## config.mk

```make
export PLATFORM = sky130hd
export DESIGN_NAME = paired_general_timer
export DESIGN_NICKNAME = d
export VERILOG_FILES = /design/src/hdl/paired_timer_pkg.sv /design/src/hdl/tick_if.sv /design/src/hdl/pin_edge.sv /design/src/hdl/tick_gen.sv /design/src/hdl/paired_general_timer.sv
export SDC_FILE = /design/constraint.sdc
export NUM_CORES = 1
export LEC_CHECK = 0
export BUFFER_PORTS_ARGS = -buffer_cell sky130_fd_sc_hd__buf_2
export CAP_MARGIN = 15
export CELL_PAD_IN_SITES_DETAIL_PLACEMENT = 2
export CELL_PAD_IN_SITES_GLOBAL_PLACEMENT = 2
export CORE_ASPECT_RATIO = 1.25
export CORE_MARGIN = 5
export CORE_UTILIZATION = 30
export CTS_CLUSTER_SIZE = 8
export DETAILED_ROUTE_END_ITERATION = 12
export PLACE_DENSITY = 0.83
export SYNTH_ARGS = -nofsm -noshare
export SYNTH_HDL_FRONTEND = slang
export SYNTH_SLANG_ARGS = --single-unit
```

## constraint.sdc

```tcl
create_clock -name aclk -period 5.1 [get_ports aclk]
set_input_delay 0.255 -clock aclk [delete_from_list [all_inputs] [get_ports aclk]]
set_output_delay 0.255 -clock aclk [all_outputs]
set_load 0.05 [all_outputs]
```

## src/hdl/paired_timer_pkg.sv

```systemverilog
package paired_timer_pkg;

  // register byte offsets, one aligned word each
  localparam logic [7:0] OFF_COUNT_LOW = 8'h00;
  localparam logic [7:0] OFF_COUNT_HIGH = 8'h04;
  localparam logic [7:0] OFF_PERIOD_LOW = 8'h08;
  localparam logic [7:0] OFF_PERIOD_HIGH = 8'h0C;
  localparam logic [7:0] OFF_LOW_CTRL = 8'h10;
  localparam logic [7:0] OFF_HIGH_CTRL = 8'h14;
  localparam logic [7:0] OFF_IRQ_CTRL = 8'h18;
  localparam logic [7:0] OFF_IRQ_FLAGS = 8'h1C;

  // timer control field positions
  localparam int BIT_RUN = 15;
  localparam int BIT_IDLE_HALT = 13;
  localparam int BIT_GATE = 6;
  localparam int BIT_PS_HI = 5;
  localparam int BIT_PS_LO = 4;
  localparam int BIT_PAIR = 3;
  localparam int BIT_CLK_SRC = 1;

  // writable bits; the rest read as zero
  localparam logic [15:0] LOW_CTRL_MASK = 16'hA07A;
  localparam logic [15:0] HIGH_CTRL_MASK = 16'hA072;

  // interrupt control field positions
  localparam int BIT_IE_LOW = 0;
  localparam int BIT_IP_LOW = 1;
  localparam int BIT_IE_HIGH = 4;
  localparam int BIT_IP_HIGH = 5;
  localparam logic [15:0] IRQ_CTRL_MASK = 16'h00FF;

  // interrupt flag positions
  localparam int BIT_FLAG_LOW = 0;
  localparam int BIT_FLAG_HIGH = 1;

  // reset values
  localparam logic [15:0] CTRL_RESET = 16'h0000;
  localparam logic [15:0] COUNT_RESET = 16'h0000;
  localparam logic [15:0] PERIOD_RESET = 16'hFFFF;

  // prescale codes and division ratios
  localparam logic [1:0] PS_DIV1 = 2'b00;
  localparam logic [1:0] PS_DIV8 = 2'b01;
  localparam logic [1:0] PS_DIV64 = 2'b10;
  localparam logic [1:0] PS_DIV256 = 2'b11;
  localparam logic [7:0] LAST_DIV1 = 8'h00;
  localparam logic [7:0] LAST_DIV8 = 8'h07;
  localparam logic [7:0] LAST_DIV64 = 8'h3F;
  localparam logic [7:0] LAST_DIV256 = 8'hFF;

  // axi responses
  localparam logic [1:0] RESP_OKAY = 2'b00;
  localparam logic [1:0] RESP_SLVERR = 2'b10;

endpackage : paired_timer_pkg

```

## src/hdl/tick_if.sv

```systemverilog
// configuration of one count path and the increment it produces
interface tick_if;
  logic run;
  logic ext_sel;
  logic gate_en;
  logic [1:0] ps_sel;
  logic pin_level;
  logic pin_rise;
  logic tick;

  modport ctrl (output run, output ext_sel, output gate_en, output ps_sel,
                output pin_level, output pin_rise, input tick);
  modport gen (input run, input ext_sel, input gate_en, input ps_sel,
               input pin_level, input pin_rise, output tick);
endinterface : tick_if

```

## src/hdl/pin_edge.sv

```systemverilog
module pin_edge (
  input wire logic aclk,
  input wire logic aresetn,
  input wire logic pin,
  output logic rise
);
  logic last_q;

  // pin is synchronous to aclk, one stage is enough for the edge
  always_ff @(posedge aclk) begin
    if (!aresetn) begin
      last_q <= 1'b0;
    end else begin
      last_q <= pin;
    end
  end

  assign rise = pin & ~last_q;
endmodule // pin_edge

```

## src/hdl/tick_gen.sv

```systemverilog
module tick_gen
  import paired_timer_pkg::*;
#(
  parameter int PS_W = 8
) (
  input wire logic aclk,
  input wire logic aresetn,
  tick_if.gen cfg
);
  logic [PS_W-1:0] ps_q;
  logic [PS_W-1:0] last;
  logic in_pulse;

  // prescale ratio decode
  always_comb begin
    unique case (cfg.ps_sel)
      PS_DIV1: last = PS_W'(LAST_DIV1);
      PS_DIV8: last = PS_W'(LAST_DIV8);
      PS_DIV64: last = PS_W'(LAST_DIV64);
      PS_DIV256: last = PS_W'(LAST_DIV256);
    endcase
  end

  // external edges, or every instruction cycle with an optional gate
  always_comb begin
    if (cfg.ext_sel) begin
      in_pulse = cfg.pin_rise;
    end else if (cfg.gate_en) begin
      in_pulse = cfg.pin_level;
    end else begin
      in_pulse = 1'b1;
    end
  end

  // prescaler restarts whenever the timer is stopped
  always_ff @(posedge aclk) begin
    if (!aresetn || !cfg.run) begin
      ps_q <= '0;
    end else if (in_pulse) begin
      ps_q <= (ps_q == last) ? '0 : ps_q + 1'b1;
    end
  end

  assign cfg.tick = cfg.run & in_pulse & (ps_q == last);
endmodule // tick_gen

```

## src/hdl/paired_general_timer.sv

```systemverilog
// Behaviour
// - timer and gated modes count instruction cycles; counter mode counts pin edges
// - clock source 0 with gate 0 is timer, gate 1 gated, source 1 counter
// - clock source select sits at bit 1, gate enable at bit 6
// - gate bit enables gated accumulation only with internal clock
// - prescale field bits 5:4 divides by 1, 8, 64 or 256
// - run bit 15 starts the 16-bit timer, clearing it stops it
// - idle-halt bit 13 stops counting while the device idles
// - pairing bit 3 of low control joins both timers into 32 bits
// - high timer holds the upper word, low timer the lower word
// - paired mode takes control from low register, idle-halt from high register
// - paired mode uses the high timer's interrupt enable, flag and priority
// - upper period register is the upper word of the 32-bit period
// - count registers read together as the 32-bit count, high over low
// - internal clocking counts at the instruction rate, half the oscillator
//
// Added by the designer: the AXI4-Lite slave port and the address map.
module paired_general_timer
  import paired_timer_pkg::*;
#(
  parameter int ADDR_W = 8
) (
  input wire logic aclk,
  input wire logic aresetn,
  input wire logic [ADDR_W-1:0] s_axi_awaddr,
  input wire logic [2:0] s_axi_awprot,
  input wire logic s_axi_awvalid,
  output logic s_axi_awready,
  input wire logic [31:0] s_axi_wdata,
  input wire logic [3:0] s_axi_wstrb,
  input wire logic s_axi_wvalid,
  output logic s_axi_wready,
  output logic [1:0] s_axi_bresp,
  output logic s_axi_bvalid,
  input wire logic s_axi_bready,
  input wire logic [ADDR_W-1:0] s_axi_araddr,
  input wire logic [2:0] s_axi_arprot,
  input wire logic s_axi_arvalid,
  output logic s_axi_arready,
  output logic [31:0] s_axi_rdata,
  output logic [1:0] s_axi_rresp,
  output logic s_axi_rvalid,
  input wire logic s_axi_rready,
  input wire logic ext_count_pin_low,
  input wire logic ext_count_pin_high,
  input wire logic idle_mode,
  output logic irq_low,
  output logic irq_high,
  output logic [2:0] irq_priority,
  output logic [2:0] upper_irq_priority
);

  // register state
  logic [15:0] count_low_q;
  logic [15:0] count_high_q;
  logic [15:0] period_low_q;
  logic [15:0] period_high_q;
  logic [15:0] low_ctrl_q;
  logic [15:0] high_ctrl_q;
  logic [15:0] irq_ctrl_q;
  logic [1:0] flags_q;

  // bus state
  logic [ADDR_W-1:0] awaddr_q;
  logic [31:0] wdata_q;
  logic [3:0] wstrb_q;
  logic aw_got_q;
  logic w_got_q;
  logic bvalid_q;
  logic [1:0] bresp_q;
  logic rvalid_q;
  logic [1:0] rresp_q;
  logic [31:0] rdata_q;

  logic wr_fire;
  logic rd_fire;
  logic wide;
  logic tick_low;
  logic tick_high;
  logic match_low;
  logic match_high;
  logic match_wide;
  logic set_low;
  logic set_high;
  logic rise_low;
  logic rise_high;
  logic [31:0] count_wide;
  logic [31:0] rd_word;

  // true when addr selects the register at offset off
  function automatic logic hit(input logic [ADDR_W-1:0] addr, input logic [7:0] off);
    return addr[ADDR_W-1:2] == off[ADDR_W-1:2];
  endfunction

  // true for any mapped register
  function automatic logic mapped(input logic [ADDR_W-1:0] addr);
    return hit(addr, OFF_COUNT_LOW) | hit(addr, OFF_COUNT_HIGH) |
           hit(addr, OFF_PERIOD_LOW) | hit(addr, OFF_PERIOD_HIGH) |
           hit(addr, OFF_LOW_CTRL) | hit(addr, OFF_HIGH_CTRL) |
           hit(addr, OFF_IRQ_CTRL) | hit(addr, OFF_IRQ_FLAGS);
  endfunction

  // apply the two low byte strobes to a 16-bit register
  function automatic logic [15:0] merge16(input logic [15:0] old, input logic [31:0] data,
                                          input logic [3:0] strb);
    logic [15:0] res;
    res = old;
    if (strb[0]) begin
      res[7:0] = data[7:0];
    end
    if (strb[1]) begin
      res[15:8] = data[15:8];
    end
    return res;
  endfunction

  // write channel: address and data latched in either order
  assign s_axi_awready = ~aw_got_q & ~bvalid_q;
  assign s_axi_wready = ~w_got_q & ~bvalid_q;
  assign wr_fire = aw_got_q & w_got_q & ~bvalid_q;

  always_ff @(posedge aclk) begin
    if (!aresetn) begin
      aw_got_q <= 1'b0;
      awaddr_q <= '0;
    end else if (s_axi_awvalid && s_axi_awready) begin
      aw_got_q <= 1'b1;
      awaddr_q <= s_axi_awaddr;
    end else if (wr_fire) begin
      aw_got_q <= 1'b0;
    end
  end

  always_ff @(posedge aclk) begin
    if (!aresetn) begin
      w_got_q <= 1'b0;
      wdata_q <= '0;
      wstrb_q <= '0;
    end else if (s_axi_wvalid && s_axi_wready) begin
      w_got_q <= 1'b1;
      wdata_q <= s_axi_wdata;
      wstrb_q <= s_axi_wstrb;
    end else if (wr_fire) begin
      w_got_q <= 1'b0;
    end
  end

  // write response, unmapped addresses are refused with slverr
  always_ff @(posedge aclk) begin
    if (!aresetn) begin
      bvalid_q <= 1'b0;
      bresp_q <= RESP_OKAY;
    end else if (wr_fire) begin
      bvalid_q <= 1'b1;
      bresp_q <= mapped(awaddr_q) ? RESP_OKAY : RESP_SLVERR;
    end else if (s_axi_bready) begin
      bvalid_q <= 1'b0;
    end
  end

  assign s_axi_bvalid = bvalid_q;
  assign s_axi_bresp = bresp_q;

  // read channel: one outstanding read, answered one cycle after acceptance
  assign s_axi_arready = ~rvalid_q;
  assign rd_fire = s_axi_arvalid & ~rvalid_q;

  always_comb begin
    rd_word = 32'h0000_0000;
    if (hit(s_axi_araddr, OFF_COUNT_LOW)) begin
      rd_word = {16'h0000, count_low_q};
    end else if (hit(s_axi_araddr, OFF_COUNT_HIGH)) begin
      rd_word = {16'h0000, count_high_q};
    end else if (hit(s_axi_araddr, OFF_PERIOD_LOW)) begin
      rd_word = {16'h0000, period_low_q};
    end else if (hit(s_axi_araddr, OFF_PERIOD_HIGH)) begin
      rd_word = {16'h0000, period_high_q};
    end else if (hit(s_axi_araddr, OFF_LOW_CTRL)) begin
      rd_word = {16'h0000, low_ctrl_q};
    end else if (hit(s_axi_araddr, OFF_HIGH_CTRL)) begin
      rd_word = {16'h0000, high_ctrl_q};
    end else if (hit(s_axi_araddr, OFF_IRQ_CTRL)) begin
      rd_word = {16'h0000, irq_ctrl_q};
    end else if (hit(s_axi_araddr, OFF_IRQ_FLAGS)) begin
      rd_word = {30'h0000_0000, flags_q};
    end
  end

  always_ff @(posedge aclk) begin
    if (!aresetn) begin
      rvalid_q <= 1'b0;
      rresp_q <= RESP_OKAY;
      rdata_q <= '0;
    end else if (rd_fire) begin
      rvalid_q <= 1'b1;
      rresp_q <= mapped(s_axi_araddr) ? RESP_OKAY : RESP_SLVERR;
      rdata_q <= rd_word;
    end else if (s_axi_rready) begin
      rvalid_q <= 1'b0;
    end
  end

  assign s_axi_rvalid = rvalid_q;
  assign s_axi_rresp = rresp_q;
  assign s_axi_rdata = rdata_q;

  // control and period registers
  always_ff @(posedge aclk) begin
    if (!aresetn) begin
      low_ctrl_q <= CTRL_RESET;
      high_ctrl_q <= CTRL_RESET;
      irq_ctrl_q <= CTRL_RESET;
    end else if (wr_fire) begin
      if (hit(awaddr_q, OFF_LOW_CTRL)) begin
        low_ctrl_q <= merge16(low_ctrl_q, wdata_q, wstrb_q) & LOW_CTRL_MASK;
      end
      if (hit(awaddr_q, OFF_HIGH_CTRL)) begin
        high_ctrl_q <= merge16(high_ctrl_q, wdata_q, wstrb_q) & HIGH_CTRL_MASK;
      end
      if (hit(awaddr_q, OFF_IRQ_CTRL)) begin
        irq_ctrl_q <= merge16(irq_ctrl_q, wdata_q, wstrb_q) & IRQ_CTRL_MASK;
      end
    end
  end

  always_ff @(posedge aclk) begin
    if (!aresetn) begin
      period_low_q <= PERIOD_RESET;
      period_high_q <= PERIOD_RESET;
    end else if (wr_fire) begin
      if (hit(awaddr_q, OFF_PERIOD_LOW)) begin
        period_low_q <= merge16(period_low_q, wdata_q, wstrb_q);
      end
      if (hit(awaddr_q, OFF_PERIOD_HIGH)) begin
        period_high_q <= merge16(period_high_q, wdata_q, wstrb_q);
      end
    end
  end

  // count paths: low path drives the paired counter, high path only alone
  assign wide = low_ctrl_q[BIT_PAIR];

  tick_if low_cfg ();
  tick_if high_cfg ();

  pin_edge low_edge (
    .aclk(aclk),
    .aresetn(aresetn),
    .pin(ext_count_pin_low),
    .rise(rise_low)
  );

  pin_edge high_edge (
    .aclk(aclk),
    .aresetn(aresetn),
    .pin(ext_count_pin_high),
    .rise(rise_high)
  );

  // low path config; in paired mode idle-halt comes from the high register
  assign low_cfg.run = low_ctrl_q[BIT_RUN] &
    ~(idle_mode & (wide ? high_ctrl_q[BIT_IDLE_HALT] : low_ctrl_q[BIT_IDLE_HALT]));
  assign low_cfg.ext_sel = low_ctrl_q[BIT_CLK_SRC];
  assign low_cfg.gate_en = low_ctrl_q[BIT_GATE] & ~low_ctrl_q[BIT_CLK_SRC];
  assign low_cfg.ps_sel = low_ctrl_q[BIT_PS_HI:BIT_PS_LO];
  assign low_cfg.pin_level = ext_count_pin_low;
  assign low_cfg.pin_rise = rise_low;

  // high path is held stopped while paired so its own bits do nothing, except idle-halt, which the low path uses
  assign high_cfg.run = ~wide & high_ctrl_q[BIT_RUN] &
    ~(idle_mode & high_ctrl_q[BIT_IDLE_HALT]);
  assign high_cfg.ext_sel = high_ctrl_q[BIT_CLK_SRC];
  assign high_cfg.gate_en = high_ctrl_q[BIT_GATE] & ~high_ctrl_q[BIT_CLK_SRC];
  assign high_cfg.ps_sel = high_ctrl_q[BIT_PS_HI:BIT_PS_LO];
  assign high_cfg.pin_level = ext_count_pin_high;
  assign high_cfg.pin_rise = rise_high;

  tick_gen low_gen (
    .aclk(aclk),
    .aresetn(aresetn),
    .cfg(low_cfg)
  );

  tick_gen high_gen (
    .aclk(aclk),
    .aresetn(aresetn),
    .cfg(high_cfg)
  );

  assign tick_low = low_cfg.tick;
  assign tick_high = high_cfg.tick;

  // period matches
  assign count_wide = {count_high_q, count_low_q};
  assign match_low = count_low_q == period_low_q;
  assign match_high = count_high_q == period_high_q;
  assign match_wide = count_wide == {period_high_q, period_low_q};

  // low word counter; a software write beats a tick in the same cycle
  always_ff @(posedge aclk) begin
    if (!aresetn) begin
      count_low_q <= COUNT_RESET;
    end else if (wr_fire && hit(awaddr_q, OFF_COUNT_LOW)) begin
      count_low_q <= merge16(count_low_q, wdata_q, wstrb_q);
    end else if (tick_low) begin
      if (wide ? match_wide : match_low) begin
        count_low_q <= COUNT_RESET;
      end else begin
        count_low_q <= count_low_q + 16'h0001;
      end
    end
  end

  // high word counter, carried from the low word while paired
  always_ff @(posedge aclk) begin
    if (!aresetn) begin
      count_high_q <= COUNT_RESET;
    end else if (wr_fire && hit(awaddr_q, OFF_COUNT_HIGH)) begin
      count_high_q <= merge16(count_high_q, wdata_q, wstrb_q);
    end else if (wide && tick_low) begin
      if (match_wide) begin
        count_high_q <= COUNT_RESET;
      end else if (count_low_q == 16'hFFFF) begin
        count_high_q <= count_high_q + 16'h0001;
      end
    end else if (!wide && tick_high) begin
      if (match_high) begin
        count_high_q <= COUNT_RESET;
      end else begin
        count_high_q <= count_high_q + 16'h0001;
      end
    end
  end

  // period events; the paired timer reports through the high flag
  assign set_low = ~wide & tick_low & match_low;
  assign set_high = wide ? (tick_low & match_wide) : (tick_high & match_high);

  // flags clear on writing one; a new event in the same cycle wins
  always_ff @(posedge aclk) begin
    if (!aresetn) begin
      flags_q <= 2'b00;
    end else begin
      if (set_low) begin
        flags_q[BIT_FLAG_LOW] <= 1'b1;
      end else if (wr_fire && hit(awaddr_q, OFF_IRQ_FLAGS) && wstrb_q[0] &&
                   wdata_q[BIT_FLAG_LOW]) begin
        flags_q[BIT_FLAG_LOW] <= 1'b0;
      end
      if (set_high) begin
        flags_q[BIT_FLAG_HIGH] <= 1'b1;
      end else if (wr_fire && hit(awaddr_q, OFF_IRQ_FLAGS) && wstrb_q[0] &&
                   wdata_q[BIT_FLAG_HIGH]) begin
        flags_q[BIT_FLAG_HIGH] <= 1'b0;
      end
    end
  end

  // request lines; low enable and priority are ignored while paired
  assign irq_low = ~wide & flags_q[BIT_FLAG_LOW] & irq_ctrl_q[BIT_IE_LOW];
  assign irq_high = flags_q[BIT_FLAG_HIGH] & irq_ctrl_q[BIT_IE_HIGH];
  assign irq_priority = wide ? 3'h0 : irq_ctrl_q[BIT_IP_LOW +: 3];
  assign upper_irq_priority = irq_ctrl_q[BIT_IP_HIGH +: 3];

  // protection bits carry no meaning for this slave
  logic unused_prot;
  assign unused_prot = ^{s_axi_awprot, s_axi_arprot, wstrb_q[3:2], wdata_q[31:16]};

endmodule // paired_general_timer

```

**After elaboration in Yosys (flattened, before gate mapping)**

Index checks and enable logic that the tools add are counted.

- Bits of input ports: 68
- Register bits after elaboration: 171
- Output and inout bits: 49
- Word-level logic and storage cells: 199

- Reduce and logical (&&, ||, !) cells: 41
- Bitwise operators: 50
- Eq/ne operators: 31
- Add/subtract/negate cells: 4
- Muxes and demuxes: 44

Operators with widths:

| kind | count |
|---|---|
| $mux W16 | 15 |
| $pmux W8 S4 | 2 |
| $eq A6 B3 Y1 const B | 8 |
| $mux W8 | 5 |
| $reduce_and A3 Y1 | 11 |
| $add A16 B1 Y16 const B | 2 |
| $eq A16 B16 Y1 | 2 |
| $eq A32 B32 Y1 | 1 |
| $and A1 B1 Y1 | 25 |
| $eq A6 B2 Y1 const B | 4 |
| $mux W1 | 18 |
| $add A8 B1 Y8 const B | 2 |
| $eq A16 B16 Y1 const B | 1 |
| $eq A8 B8 Y1 | 2 |
| $or A1 B1 Y1 | 14 |
| $reduce_bool A2 Y1 | 7 |
| $eq A6 B1 Y1 const B | 2 |
| $logic_not A6 Y1 | 2 |
| $not A1 Y1 | 11 |
| $logic_and A1 B1 Y1 | 10 |
| $eq A2 B2 Y1 const B | 4 |
| $ne A2 B2 Y1 const B | 4 |
| $mux W2 | 3 |
| $eq A2 B1 Y1 const B | 2 |
| 7 further kinds | 13 |

**Longest topological paths before layout**

Gate-level depths: netlist of run 1.

- Depth after elaboration: 10
- Mapped depth: 9
- Mapped depth without buffers: 8

**By module**

From an unflattened synthesis of run 1, not the netlist that was laid out.

- Cells, all modules: 999
- Area, all modules: 8156.6 um2

By module, submodules not included:

| module | cells each | times used | seq. area each (um2) | area each (um2) |
|---|---|---|---|---|
| paired_general_timer | 887 | 1 | 2662.6 | 7143.1 |
| tick_gen | 53 | 2 | 160.2 | 466.7 |
| pin_edge | 3 | 2 | 20.0 | 40.0 |

**Worst setup path before layout of run 1**

Ideal clock, no wire load.

- Path kind: flip-flop to flip-flop
- Start: register low_gen.ps_q[0]
- End: register count_high_q[10]
- Required time: 5.034 ns
- Cell stages (with the launch flop): 8
- Library setup time: 0.066 ns
- Path slack: 2.700 ns
- Path buffers: 0
- Period minus slack after synthesis: 2.400 ns
- Data arrival time: 2.334 ns
- Cells stage by stage: dfxtp_1 > or3_1 > mux2_4 > or4b_4 > o31a_1 > or2_4 > o21a_1 > a21oi_2

- Word-level cells in the longest chain between the ends: 5
- Elaborated cells between the ends (all ways): 8
- Classes of those cells: 2 x eq/ne; 2 x mux; 1 x bitwise; 3 x reduce/logical

Ends and longest elaborated chain:

| what | RTL line | RTL |
|---|---|---|
| start: declaration | tick_gen.sv:10 | `logic [PS_W-1:0] ps_q;` |
| start signal: assignment | tick_gen.sv:40 | `ps_q <= (ps_q == last) ? '0 : ps_q + 1'b1;` |
| $eq A8 B8 Y1 (*) | tick_gen.sv:44 | `assign cfg.tick = cfg.run & in_pulse & (ps_q == last);` |
| $and A1 B1 Y1 (*) | tick_gen.sv:44 |  |
| $logic_and A1 B1 Y1 (*) | paired_general_timer.sv:320 | `end else if (wide && tick_low) begin` |
| $ne A4 B3 Y1 (no line) (tied with other cells) | -- |  |
| $reduce_and A3 Y1 (no line) or $mux W16 (tied branches) | -- |  |
| end signal: assignment | paired_general_timer.sv:319 | `count_high_q <= merge16(count_high_q, wdata_q, wstrb_q);` |
| end signal: assignment | paired_general_timer.sv:324 | `count_high_q <= count_high_q + 16'h0001;` |
| end signal: assignment | paired_general_timer.sv:330 | `count_high_q <= count_high_q + 16'h0001;` |
| end: declaration | paired_general_timer.sv:55 | `logic [15:0] count_high_q;` |

Mark *: on every way between the ends. The rest lies on a longest branch, timed or not.
A chain may end at the register's enable or synchronous reset.

**Worst setup path after layout of run 1**

- Start: register low_ctrl_q[3]
- End: register count_low_q[9]

- Word-level cells in the longest chain between the ends: 8
- Elaborated cells between the ends (all ways): 12
- Classes of those cells: 5 x mux; 5 x bitwise; 2 x reduce/logical

Ends and longest elaborated chain:

| what | RTL line | RTL |
|---|---|---|
| start: declaration | paired_general_timer.sv:58 | `logic [15:0] low_ctrl_q;` |
| start signal: assignment | paired_general_timer.sv:215 | `low_ctrl_q <= merge16(low_ctrl_q, wdata_q, wstrb_q) & LOW_CTRL_MASK;` |
| $mux W1 | paired_general_timer.sv:262 | `~(idle_mode & (wide ? high_ctrl_q[BIT_IDLE_HALT] : low_ctrl_q[BIT_IDLE_HALT]));` |
| $and A1 B1 Y1 | paired_general_timer.sv:262 |  |
| $not A1 Y1 | paired_general_timer.sv:262 |  |
| $and A1 B1 Y1 | paired_general_timer.sv:261 | `assign low_cfg.run = low_ctrl_q[BIT_RUN] &` |
| $and A1 B1 Y1 (2 in a row) | tick_gen.sv:44 |  |
| $reduce_bool A2 Y1 (no line) | -- |  |
| $reduce_and A2 Y1 (no line) | -- |  |
| end signal: assignment | paired_general_timer.sv:304 | `count_low_q <= merge16(count_low_q, wdata_q, wstrb_q);` |
| end signal: assignment | paired_general_timer.sv:309 | `count_low_q <= count_low_q + 16'h0001;` |
| end: declaration | paired_general_timer.sv:54 | `logic [15:0] count_low_q;` |

Several ways; a longest one is shown, not always the timed one. The select of a mux whose other input is x is not followed.

==> Flow_metrics.wiki, run 1 <==
{| class="wikitable"
! Metric !! Value
|-
| Startpoint of the worst-slack reg-to-reg timing path || low_ctrl_q[3]$_SDFFE_PN0P_
|-
| Count of final hold-check violations || 0
|-
| Overall die area || 30200 sq um
|-
| Part of the Yosys area used for sequential elements || 37.5%
|-
| VDD IR-drop max || 0.236 mV
|-
| Antenna violations before repair || 0
|-
| Cell depth of the worst flop-to-flop path || 7
|-
| Synthesis-stage register bit count || 151
|-
| Via-per-instance ratio || 5.42
|-
| CTS tree || done
|-
| Count of port buffers added during placement || 70
|-
| Worst Skew || 0.0105 ns
|-
| Yosys synthesis warning count || 0
|-
| Hold-fix buffers at CTS || 0
|-
| Final slew viol count || 0
|-
| Result of the run || finished clean
|-
| Placed wire-length estimate || 20.5 mm
|-
| Static leakage power || 3.85 nW
|-
| Final RePlAce weighted congestion || 0.839
|-
| # DRC || 0
|-
| Die boundary height || 193 um
|-
| Core Region || 26700 sq um
|-
| Internal reg-to-reg setup slack || 1.52 ns
|-
| # Max-Cap Violations || 0
|-
| Share of the synthesized area in the top cell type || 37.5%
|-
| Share of layout cells above drive strength 1 || 13.5%
|-
| Required time of the worst setup path || 5.46 ns
|-
| Final routed wirelength across all metal layers || 28.3 mm
|-
| Level count of the clock H-tree || 4
|-
| Critical path class || register to register
|-
| Sink Count || 151
|-
| Starting utilization of the core area || 30.2%
|-
| Dominant cells by area after synthesis || sky130_fd_sc_hd__dfxtp_1 (38%), sky130_fd_sc_hd__mux2i_1 (7.6%), sky130_fd_sc_hd__nand2_1 (7.5%), sky130_fd_sc_hd__xnor2_1 (3.2%), sky130_fd_sc_hd__a21boi_0 (3.1%)
|-
| Total overflow reported by the global router || 0
|-
| Count of cell types in the netlist || 67
|-
| Reg2reg end || count_low_q[9]$_SDFFE_PN0P_
|-
| Instance count of the mapped netlist || 951
|-
| Average cell area after synthesis || 8.47 sq um
|-
| Dominant synthesized flop cell || sky130_fd_sc_hd__dfxtp_1
|-
| Most frequent cells after synthesis || sky130_fd_sc_hd__nand2_1 (162), sky130_fd_sc_hd__dfxtp_1 (151), sky130_fd_sc_hd__mux2i_1 (61)
|-
| Sequential cell area || 3020 sq um
|-
| CTS buffer count || 17
|-
| ANT cells || 0
|-
| Setup Buffers After CTS || 0
|-
| Multi-input combinational cell area || 4670 sq um
|-
| Type of element launching the critical path || register
|-
| Number of synthesized flops with an enable pin || 0
|-
| Asr flop ratio synth || 0%
|-
| Layout overhead on the synthesized area || 14.3%
|-
| Path type of the worst min-delay path || input pin to register
|-
| Number of cells on the worst hold path || 2
|-
| RSZ-0062 raised after global routing || false
|-
| PnR Total Power || 2.86 mW
|-
| Top-level I/O count || 117
|-
| Vias after detailed routing || 7295
|-
| CTS-repair resized insts || 0
|-
| DR iter-0 viols || 328
|-
| Beginning of the worst hold path || ext_count_pin_low
|-
| Chip Width || 157 um
|-
| Most common cell in the synthesized netlist || sky130_fd_sc_hd__nand2_1
|-
| Cell type contributing the most total cell area after synthesis || sky130_fd_sc_hd__dfxtp_1
|-
| Vias in the first global route || 7955
|-
| Layout fillers || 3065
|-
| Cell Pwr Density || 311 nW/um^2
|-
| Global router's overall resource usage || 18.8%
|-
| Standard-cell rows || 67
|-
| Clock transition time at the flip-flop clock pins of the worst setup and hold paths || 0.06 ns
|-
| Number of nets in the layout || 1059
|-
| Min-Delay Endpoint || low_edge.last_q$_SDFF_PN0_
|-
| Endpoint kind of the worst setup timing path || register
|-
| Detailed-routing iteration count for the pre-antenna-repair pass || 5
|-
| Latest clock arrival within the worst-skew pair || 0.44 ns
|-
| Relative slew slack || 24.0%
|-
| Worst slew pin tran || 1.14 ns
|-
| Highest clock rate || 280 MHz
|-
| Remaining number of nets flagged by the antenna check after routing || 0
|-
| Arrival time reported for the critical path endpoint || 3.93 ns
|-
| Maximum fanout along the worst path || 20
|-
| Routed length per placed instance || 21.0 um
|-
| Setup TNS || 0 ns
|-
| Buffer depth of the longest clock path || 2
|-
| Period utilization || 70.1%
|-
| Final period demand of the worst path || 3.58 ns
|-
| Post-Syn Area || 8060 sq um
|-
| CTS Root Cell || sky130_fd_sc_hd__clkbuf_16
|-
| Pin count of the biggest net entering global routing || 91
|-
| Count of endpoints failing setup in the final report || 0
|-
| Wire length of the first global-routing pass || 45.0 mm
|}
## power by group
| group | total [mW] | internal, mW | switching, mW |
|---|---|---|---|
| combinational | 0.239 | 0.0703 | 0.169 |
| sequential | 1.24 | 1.20 | 0.0419 |
| clock | 1.38 | 0.825 | 0.553 |
| total | 2.86 | 2.10 | 0.763 |
## flip-flops by register name, summed over array words and instances (netlist names), 6 cells and up
register	cells
count_high_q	16
count_low_q	16
period_high_q	16
period_low_q	16
s_axi_rdata	16
wdata_q	16
high_gen.ps_q	8
irq_ctrl_q	8
low_gen.ps_q	8
low_ctrl_q	7
awaddr_q	6
high_ctrl_q	6
## layout by cell type, fill, tap and decap left out, drive strengths merged, types with 5 or more instances in the layout
| cell type | Yosys | layout |
|---|---|---|
| nand2 | 162 | 162 |
| dfxtp | 151 | 151 |
| buf | 28 | 79 |
| mux2i | 61 | 61 |
| nor2 | 54 | 54 |
| o21ai | 35 | 35 |
| nor2b | 34 | 34 |
| a21boi | 34 | 34 |
| nand3 | 32 | 32 |
| xnor2 | 29 | 29 |
| a21oi | 29 | 29 |
| xor2 | 23 | 23 |
| and3 | 18 | 18 |
| a22oi | 18 | 18 |
| conb | 1 | 18 |
| clkbuf | 51 | 18 |
| and2 | 17 | 17 |
| o211a | 15 | 15 |
| o211ai | 15 | 15 |
| nand4 | 14 | 14 |
| inv | 10 | 14 |
| mux2 | 11 | 11 |
| a31oi | 10 | 10 |
| o22ai | 9 | 9 |
| nor3 | 8 | 8 |
| nor4 | 7 | 7 |
| a221oi | 6 | 6 |
| nand2b | 5 | 5 |
| and4 | 5 | 5 |
| a32o | 5 | 5 |
| mux4 | 5 | 5 |
## worst max-delay path by stage
stage	start	to	slack, ns	depth (start not counted)
2_1_floorplan	low_gen.ps_q[0]$_SDFFE_PP0N_	count_high_q[10]$_SDFFE_PN0P_	2.70	7
3_3_place_gp	low_ctrl_q[3]$_SDFFE_PN0P_	count_high_q[5]$_SDFFE_PN0P_	1.73	7
3_5_place_dp	low_ctrl_q[3]$_SDFFE_PN0P_	count_low_q[9]$_SDFFE_PN0P_	1.63	7
4_1_cts	low_ctrl_q[3]$_SDFFE_PN0P_	count_low_q[9]$_SDFFE_PN0P_	1.53	7
5_1_grt	low_ctrl_q[3]$_SDFFE_PN0P_	count_low_q[9]$_SDFFE_PN0P_	1.28	7
6_report	low_ctrl_q[3]$_SDFFE_PN0P_	count_low_q[9]$_SDFFE_PN0P_	1.52	7
## through the flow
stage               cells  cell area, sq um  utilization, %  hold slack, ns  worst slack [ns]
floorplan             968              8120               -           0.377              2.70
global placement     1312              8570            32.2           0.465              1.73
detailed placement   1312              8570            32.2           0.482              1.63
CTS                  1344              9200            34.5          0.0339              1.53
global route         1345              9210            34.5          0.0520              1.28
finish               1345              9210            34.5          0.0569              1.52
## routing by layer
layer,track usage [%],routed length (um),up-vias
met5,0,0,-
met4,7.52,878,0
met3,2.95,884,55
met2,32.1,14000,173
met1,23.4,12500,3654
li1,-,-,3413
## area by class of cell
class / instances / area share (%)
tap: 345 / 4.69
inverter: 10 / 0.408
timing repair buffer: 79 / 4.54
clock buffer: 18 / 4.66
multi-input combinational: 728 / 50.7
sequential: 151 / 32.8
clock inverter: 14 / 2.15
## critical path, cell delays in order, from the launching register on
cell and delay (ns):
sky130_fd_sc_hd__dfxtp_1 0.54, sky130_fd_sc_hd__mux2_1 0.37, sky130_fd_sc_hd__a21boi_1 0.29, sky130_fd_sc_hd__nor4b_1 0.72, sky130_fd_sc_hd__nand2b_1 0.71, sky130_fd_sc_hd__nand2_1 0.44
sky130_fd_sc_hd__nand2_1 0.19, sky130_fd_sc_hd__o22ai_1 0.23
## cell families after synthesis
family | count (synthesis) | synth area share (%)
multiplexers | 77 | 10.6
AND/OR/NAND/NOR | 374 | 22.4
other | 1 | 0.0466
buffers and inverters | 89 | 5.31
adder cells (fa/ha/maj) | 4 | 0.621
AO/OA/AOI/OAI | 203 | 17.9
flip-flops | 151 | 37.5
XOR/XNOR | 52 | 5.65
Power figures use the tool's default switching activity.
==> run 2, diff against run 1 <==
ABC_AREA = 1   (was not set)
PLACE_DENSITY = 0.88   (was 0.83)
clock period = 3.54 ns   (was 5.1 ns; I/O delays follow)
==> Flow_metrics.wiki, run 2 <==
{| class="wikitable"
! Metric !! Value
|-
| Top-level I/O count || 117
|-
| DR iter-0 viols || 665
|-
| Critical path class || register to register
|-
| CTS-repair resized insts || 0
|-
| Cell Pwr Density || 443 nW/um^2
|-
| Count of endpoints failing setup in the final report || 0
|-
| Most common cell in the synthesized netlist || sky130_fd_sc_hd__nand2_1
|-
| Met1 routed wirelength after detailed routing || 14.8 mm
|-
| Post-Syn Area || 8360 sq um
|-
| Type of element launching the critical path || register
|-
| Level count of the clock H-tree || 4
|-
| Starting utilization of the core area || 30.3%
|-
| Placed Cells || 1611
|-
| # Max-Cap Violations || 0
|-
| Vias in the first global route || 10200
|-
| Core Region || 27600 sq um
|-
| Met3 WL post-DR || 1.57 mm
|-
| Antenna violations before repair || 0
|-
| Highest metal layer with signal wires || met4
|-
| Required time of the worst setup path || 3.91 ns
|-
| Final cell count without fillers || 1648
|-
| Final slew viol count || 0
|-
| Final RePlAce weighted congestion || 0.908
|-
| Highest clock rate || 376 MHz
|-
| Count of port buffers added during placement || 70
|-
| Most frequent standard cell in the layout excluding fill and tap cells || sky130_fd_sc_hd__nand2_1
|-
| Via-per-instance ratio || 5.57
|-
| Standard-cell rows || 68
|-
| Yosys synthesis warning count || 0
|-
| Proportion of power drawn by flip-flops and latches || 42.1%
|-
| # DRC || 0
|-
| Part of the Yosys area used for sequential elements || 36.1%
|-
| Count of cell types in the netlist || 49
|-
| Power share of the combinational group || 9.0%
|-
| Part of the power in the clock network || 48.9%
|-
| Share of the synthesized area in the top cell type || 36.1%
|-
| Period utilization || 75.2%
|-
| Global router's overall resource usage || 23.7%
|-
| Maximum fanout along the worst path || 9
|-
| Most frequent cells after synthesis || sky130_fd_sc_hd__nand2_1 (280), sky130_fd_sc_hd__dfxtp_1 (151), sky130_fd_sc_hd__inv_1 (144)
|-
| Layout fillers || 3311
|-
| Placed wire-length estimate || 25.9 mm
|-
| Arrival time reported for the critical path endpoint || 3.03 ns
|-
| Die boundary height || 197 um
|-
| Average cell area after synthesis || 6.77 sq um
|-
| Vias after detailed routing || 9179
|-
| Number of synthesized flops with an enable pin || 0
|-
| Clock transition time at the flip-flop clock pins of the worst setup and hold paths || 0.08 ns
|-
| Buffer depth of the longest clock path || 2
|-
| ANT cells || 0
|-
| Layout overhead on the synthesized area || 14.7%
|-
| Dominant synthesized flop cell || sky130_fd_sc_hd__dfxtp_1
|-
| Relative slew slack || 33.7%
|-
| CTS Root Cell || sky130_fd_sc_hd__clkbuf_16
|-
| Remaining number of nets flagged by the antenna check after routing || 0
|-
| Final routed wirelength across all metal layers || 37.9 mm
|-
| Number of nets in the layout || 1357
|-
| Path type of the worst min-delay path || input pin to register
|-
| Sink Count || 151
|-
| Synthesis-stage register bit count || 151
|-
| VDD IR-drop max || 0.321 mV
|-
| Total overflow reported by the global router || 0
|-
| Detailed-routing iteration count for the pre-antenna-repair pass || 5
|-
| Count of final hold-check violations || 0
|-
| Net Sw Frac || 29.0%
|-
| RSZ-0062 raised after global routing || false
|-
| Endpoint kind of the worst setup timing path || register
|-
| Routed length per placed instance || 23.0 um
|-
| Cell type contributing the most total cell area after synthesis || sky130_fd_sc_hd__dfxtp_1
|-
| Asr flop ratio synth || 0%
|-
| Instance count of the mapped netlist || 1235
|-
| Chip Width || 159 um
|-
| CTS buffer count || 17
|-
| Met2 WL || 19.2 mm
|-
| Dominant cells by area after synthesis || sky130_fd_sc_hd__dfxtp_1 (36%), sky130_fd_sc_hd__nand2_1 (13%), sky130_fd_sc_hd__inv_1 (6.5%), sky130_fd_sc_hd__a21oi_1 (6.4%), sky130_fd_sc_hd__o21ai_0 (5.9%)
|-
| Static leakage power || 4.24 nW
|-
| Setup TNS || 0 ns
|-
| Final period demand of the worst path || 2.66 ns
|-
| Internal || 3.02 mW
|-
| Overall die area || 31300 sq um
|-
| Worst slew pin tran || 0.992 ns
|-
| Share of layout cells above drive strength 1 || 12.8%
|-
| Wire length of the first global-routing pass || 58.6 mm
|-
| Worst Skew || 0.0192 ns
|-
| CTS tree || done
|-
| Result of the run || finished clean
|-
| Switching power || 1.23 mW
|-
| Most used cells in the layout excluding fill and tap cells || sky130_fd_sc_hd__nand2_1 (280), sky130_fd_sc_hd__dfxtp_1 (151), sky130_fd_sc_hd__inv_1 (144)
|-
| Pin count of the biggest net entering global routing || 53
|-
| Latest clock arrival within the worst-skew pair || 0.46 ns
|}
-- run 2: path summary, 6_finish.rpt --
check	startpoint	endpoint	slack (ns)	cells past startpoint
worst max-delay path	low_ctrl_q[3]$_SDFFE_PN0P_	count_high_q[1]$_SDFFE_PN0P_	0.88	12
worst min-delay path	s_axi_wdata[10]	wdata_q[10]$_SDFFE_PN0P_	0.007	3
worst max register to register	low_ctrl_q[3]$_SDFFE_PN0P_	count_high_q[1]$_SDFFE_PN0P_	0.88	12
worst min register to register	s_axi_rdata[2]$_SDFFE_PN0P_	s_axi_rdata[2]$_SDFFE_PN0P_	0.47	2
-- run 2: power groups by stage --
stage / Sequential, mW / Clock (mW) / Combinational, mW
after detailed placement: 1.83 / 0 / 0.362
after floorplan: 1.83 / 0 / 0.221
after global routing: 1.79 / 2.15 / 0.405
after CTS: 1.79 / 2.09 / 0.377
final: 1.79 / 2.08 / 0.381
after global placement: 1.82 / 0 / 0.347
-- run 2: layout make-up --
type	count	area (sq um)	share of cell area [%]
Multi-Input combinational cell	872	4420	46.1
Clock buffer	17	425	4.44
Inverter	159	598	6.24
Tap cell	350	438	4.57
Clock inverter	15	215	2.24
Timing Repair Buffer	84	470	4.90
Sequential cell	151	3020	31.5
-- run 2: worst max-delay path, stage by stage (launching register included) --
cell                      delay (ns)
sky130_fd_sc_hd__dfxtp_1        0.65
sky130_fd_sc_hd__nand2_1        0.14
sky130_fd_sc_hd__nand3_1        0.13
sky130_fd_sc_hd__nand2_1        0.13
sky130_fd_sc_hd__inv_1          0.14
sky130_fd_sc_hd__nand4_1        0.20
sky130_fd_sc_hd__nor2_1         0.22
sky130_fd_sc_hd__nand3_1        0.21
sky130_fd_sc_hd__nand3_1        0.23
sky130_fd_sc_hd__nand2_2        0.15
sky130_fd_sc_hd__nand2_1        0.11
sky130_fd_sc_hd__nand2_1        0.06
sky130_fd_sc_hd__nor2_1         0.21
-- run 2: per-layer routing --
metal	track usage (%)	vias to the layer above
li1	-	4131
met1	25.9	4638
met3	3.83	121
met2	42.6	289
met5	0	-
met4	14.7	0
-- run 2: what timing repair did --
action / in CTS / in global routing
hold endpoints to repair: 5 / 0
buffers inserted: 0 / 0
hold buffers: 5 / 0
-- run 2: cell families after synthesis --
logic type / synth area share (%)
compound gates: 19.4
other cells: 0.0448
simple gates: 28.4
flops: 36.1
fa+ha+maj: 0.598
buf+inv: 11.8
xor+xnor: 3.66
-- run 2: stage by stage --
step	worst slack, ns	instance area (sq um)	hold WS (ns)	utilization (%)	power, mW
4_1_cts	0.931	9590	0.00385	34.8	4.26
3_3_place_gp	1.26	8900	0.371	32.3	2.17
2_1_floorplan	1.36	8430	0.270	-	2.06
5_1_grt	0.689	9590	0.0155	34.8	4.34
6_report	0.879	9590	0.00703	34.8	4.25
3_5_place_dp	1.15	8900	0.401	32.3	2.19
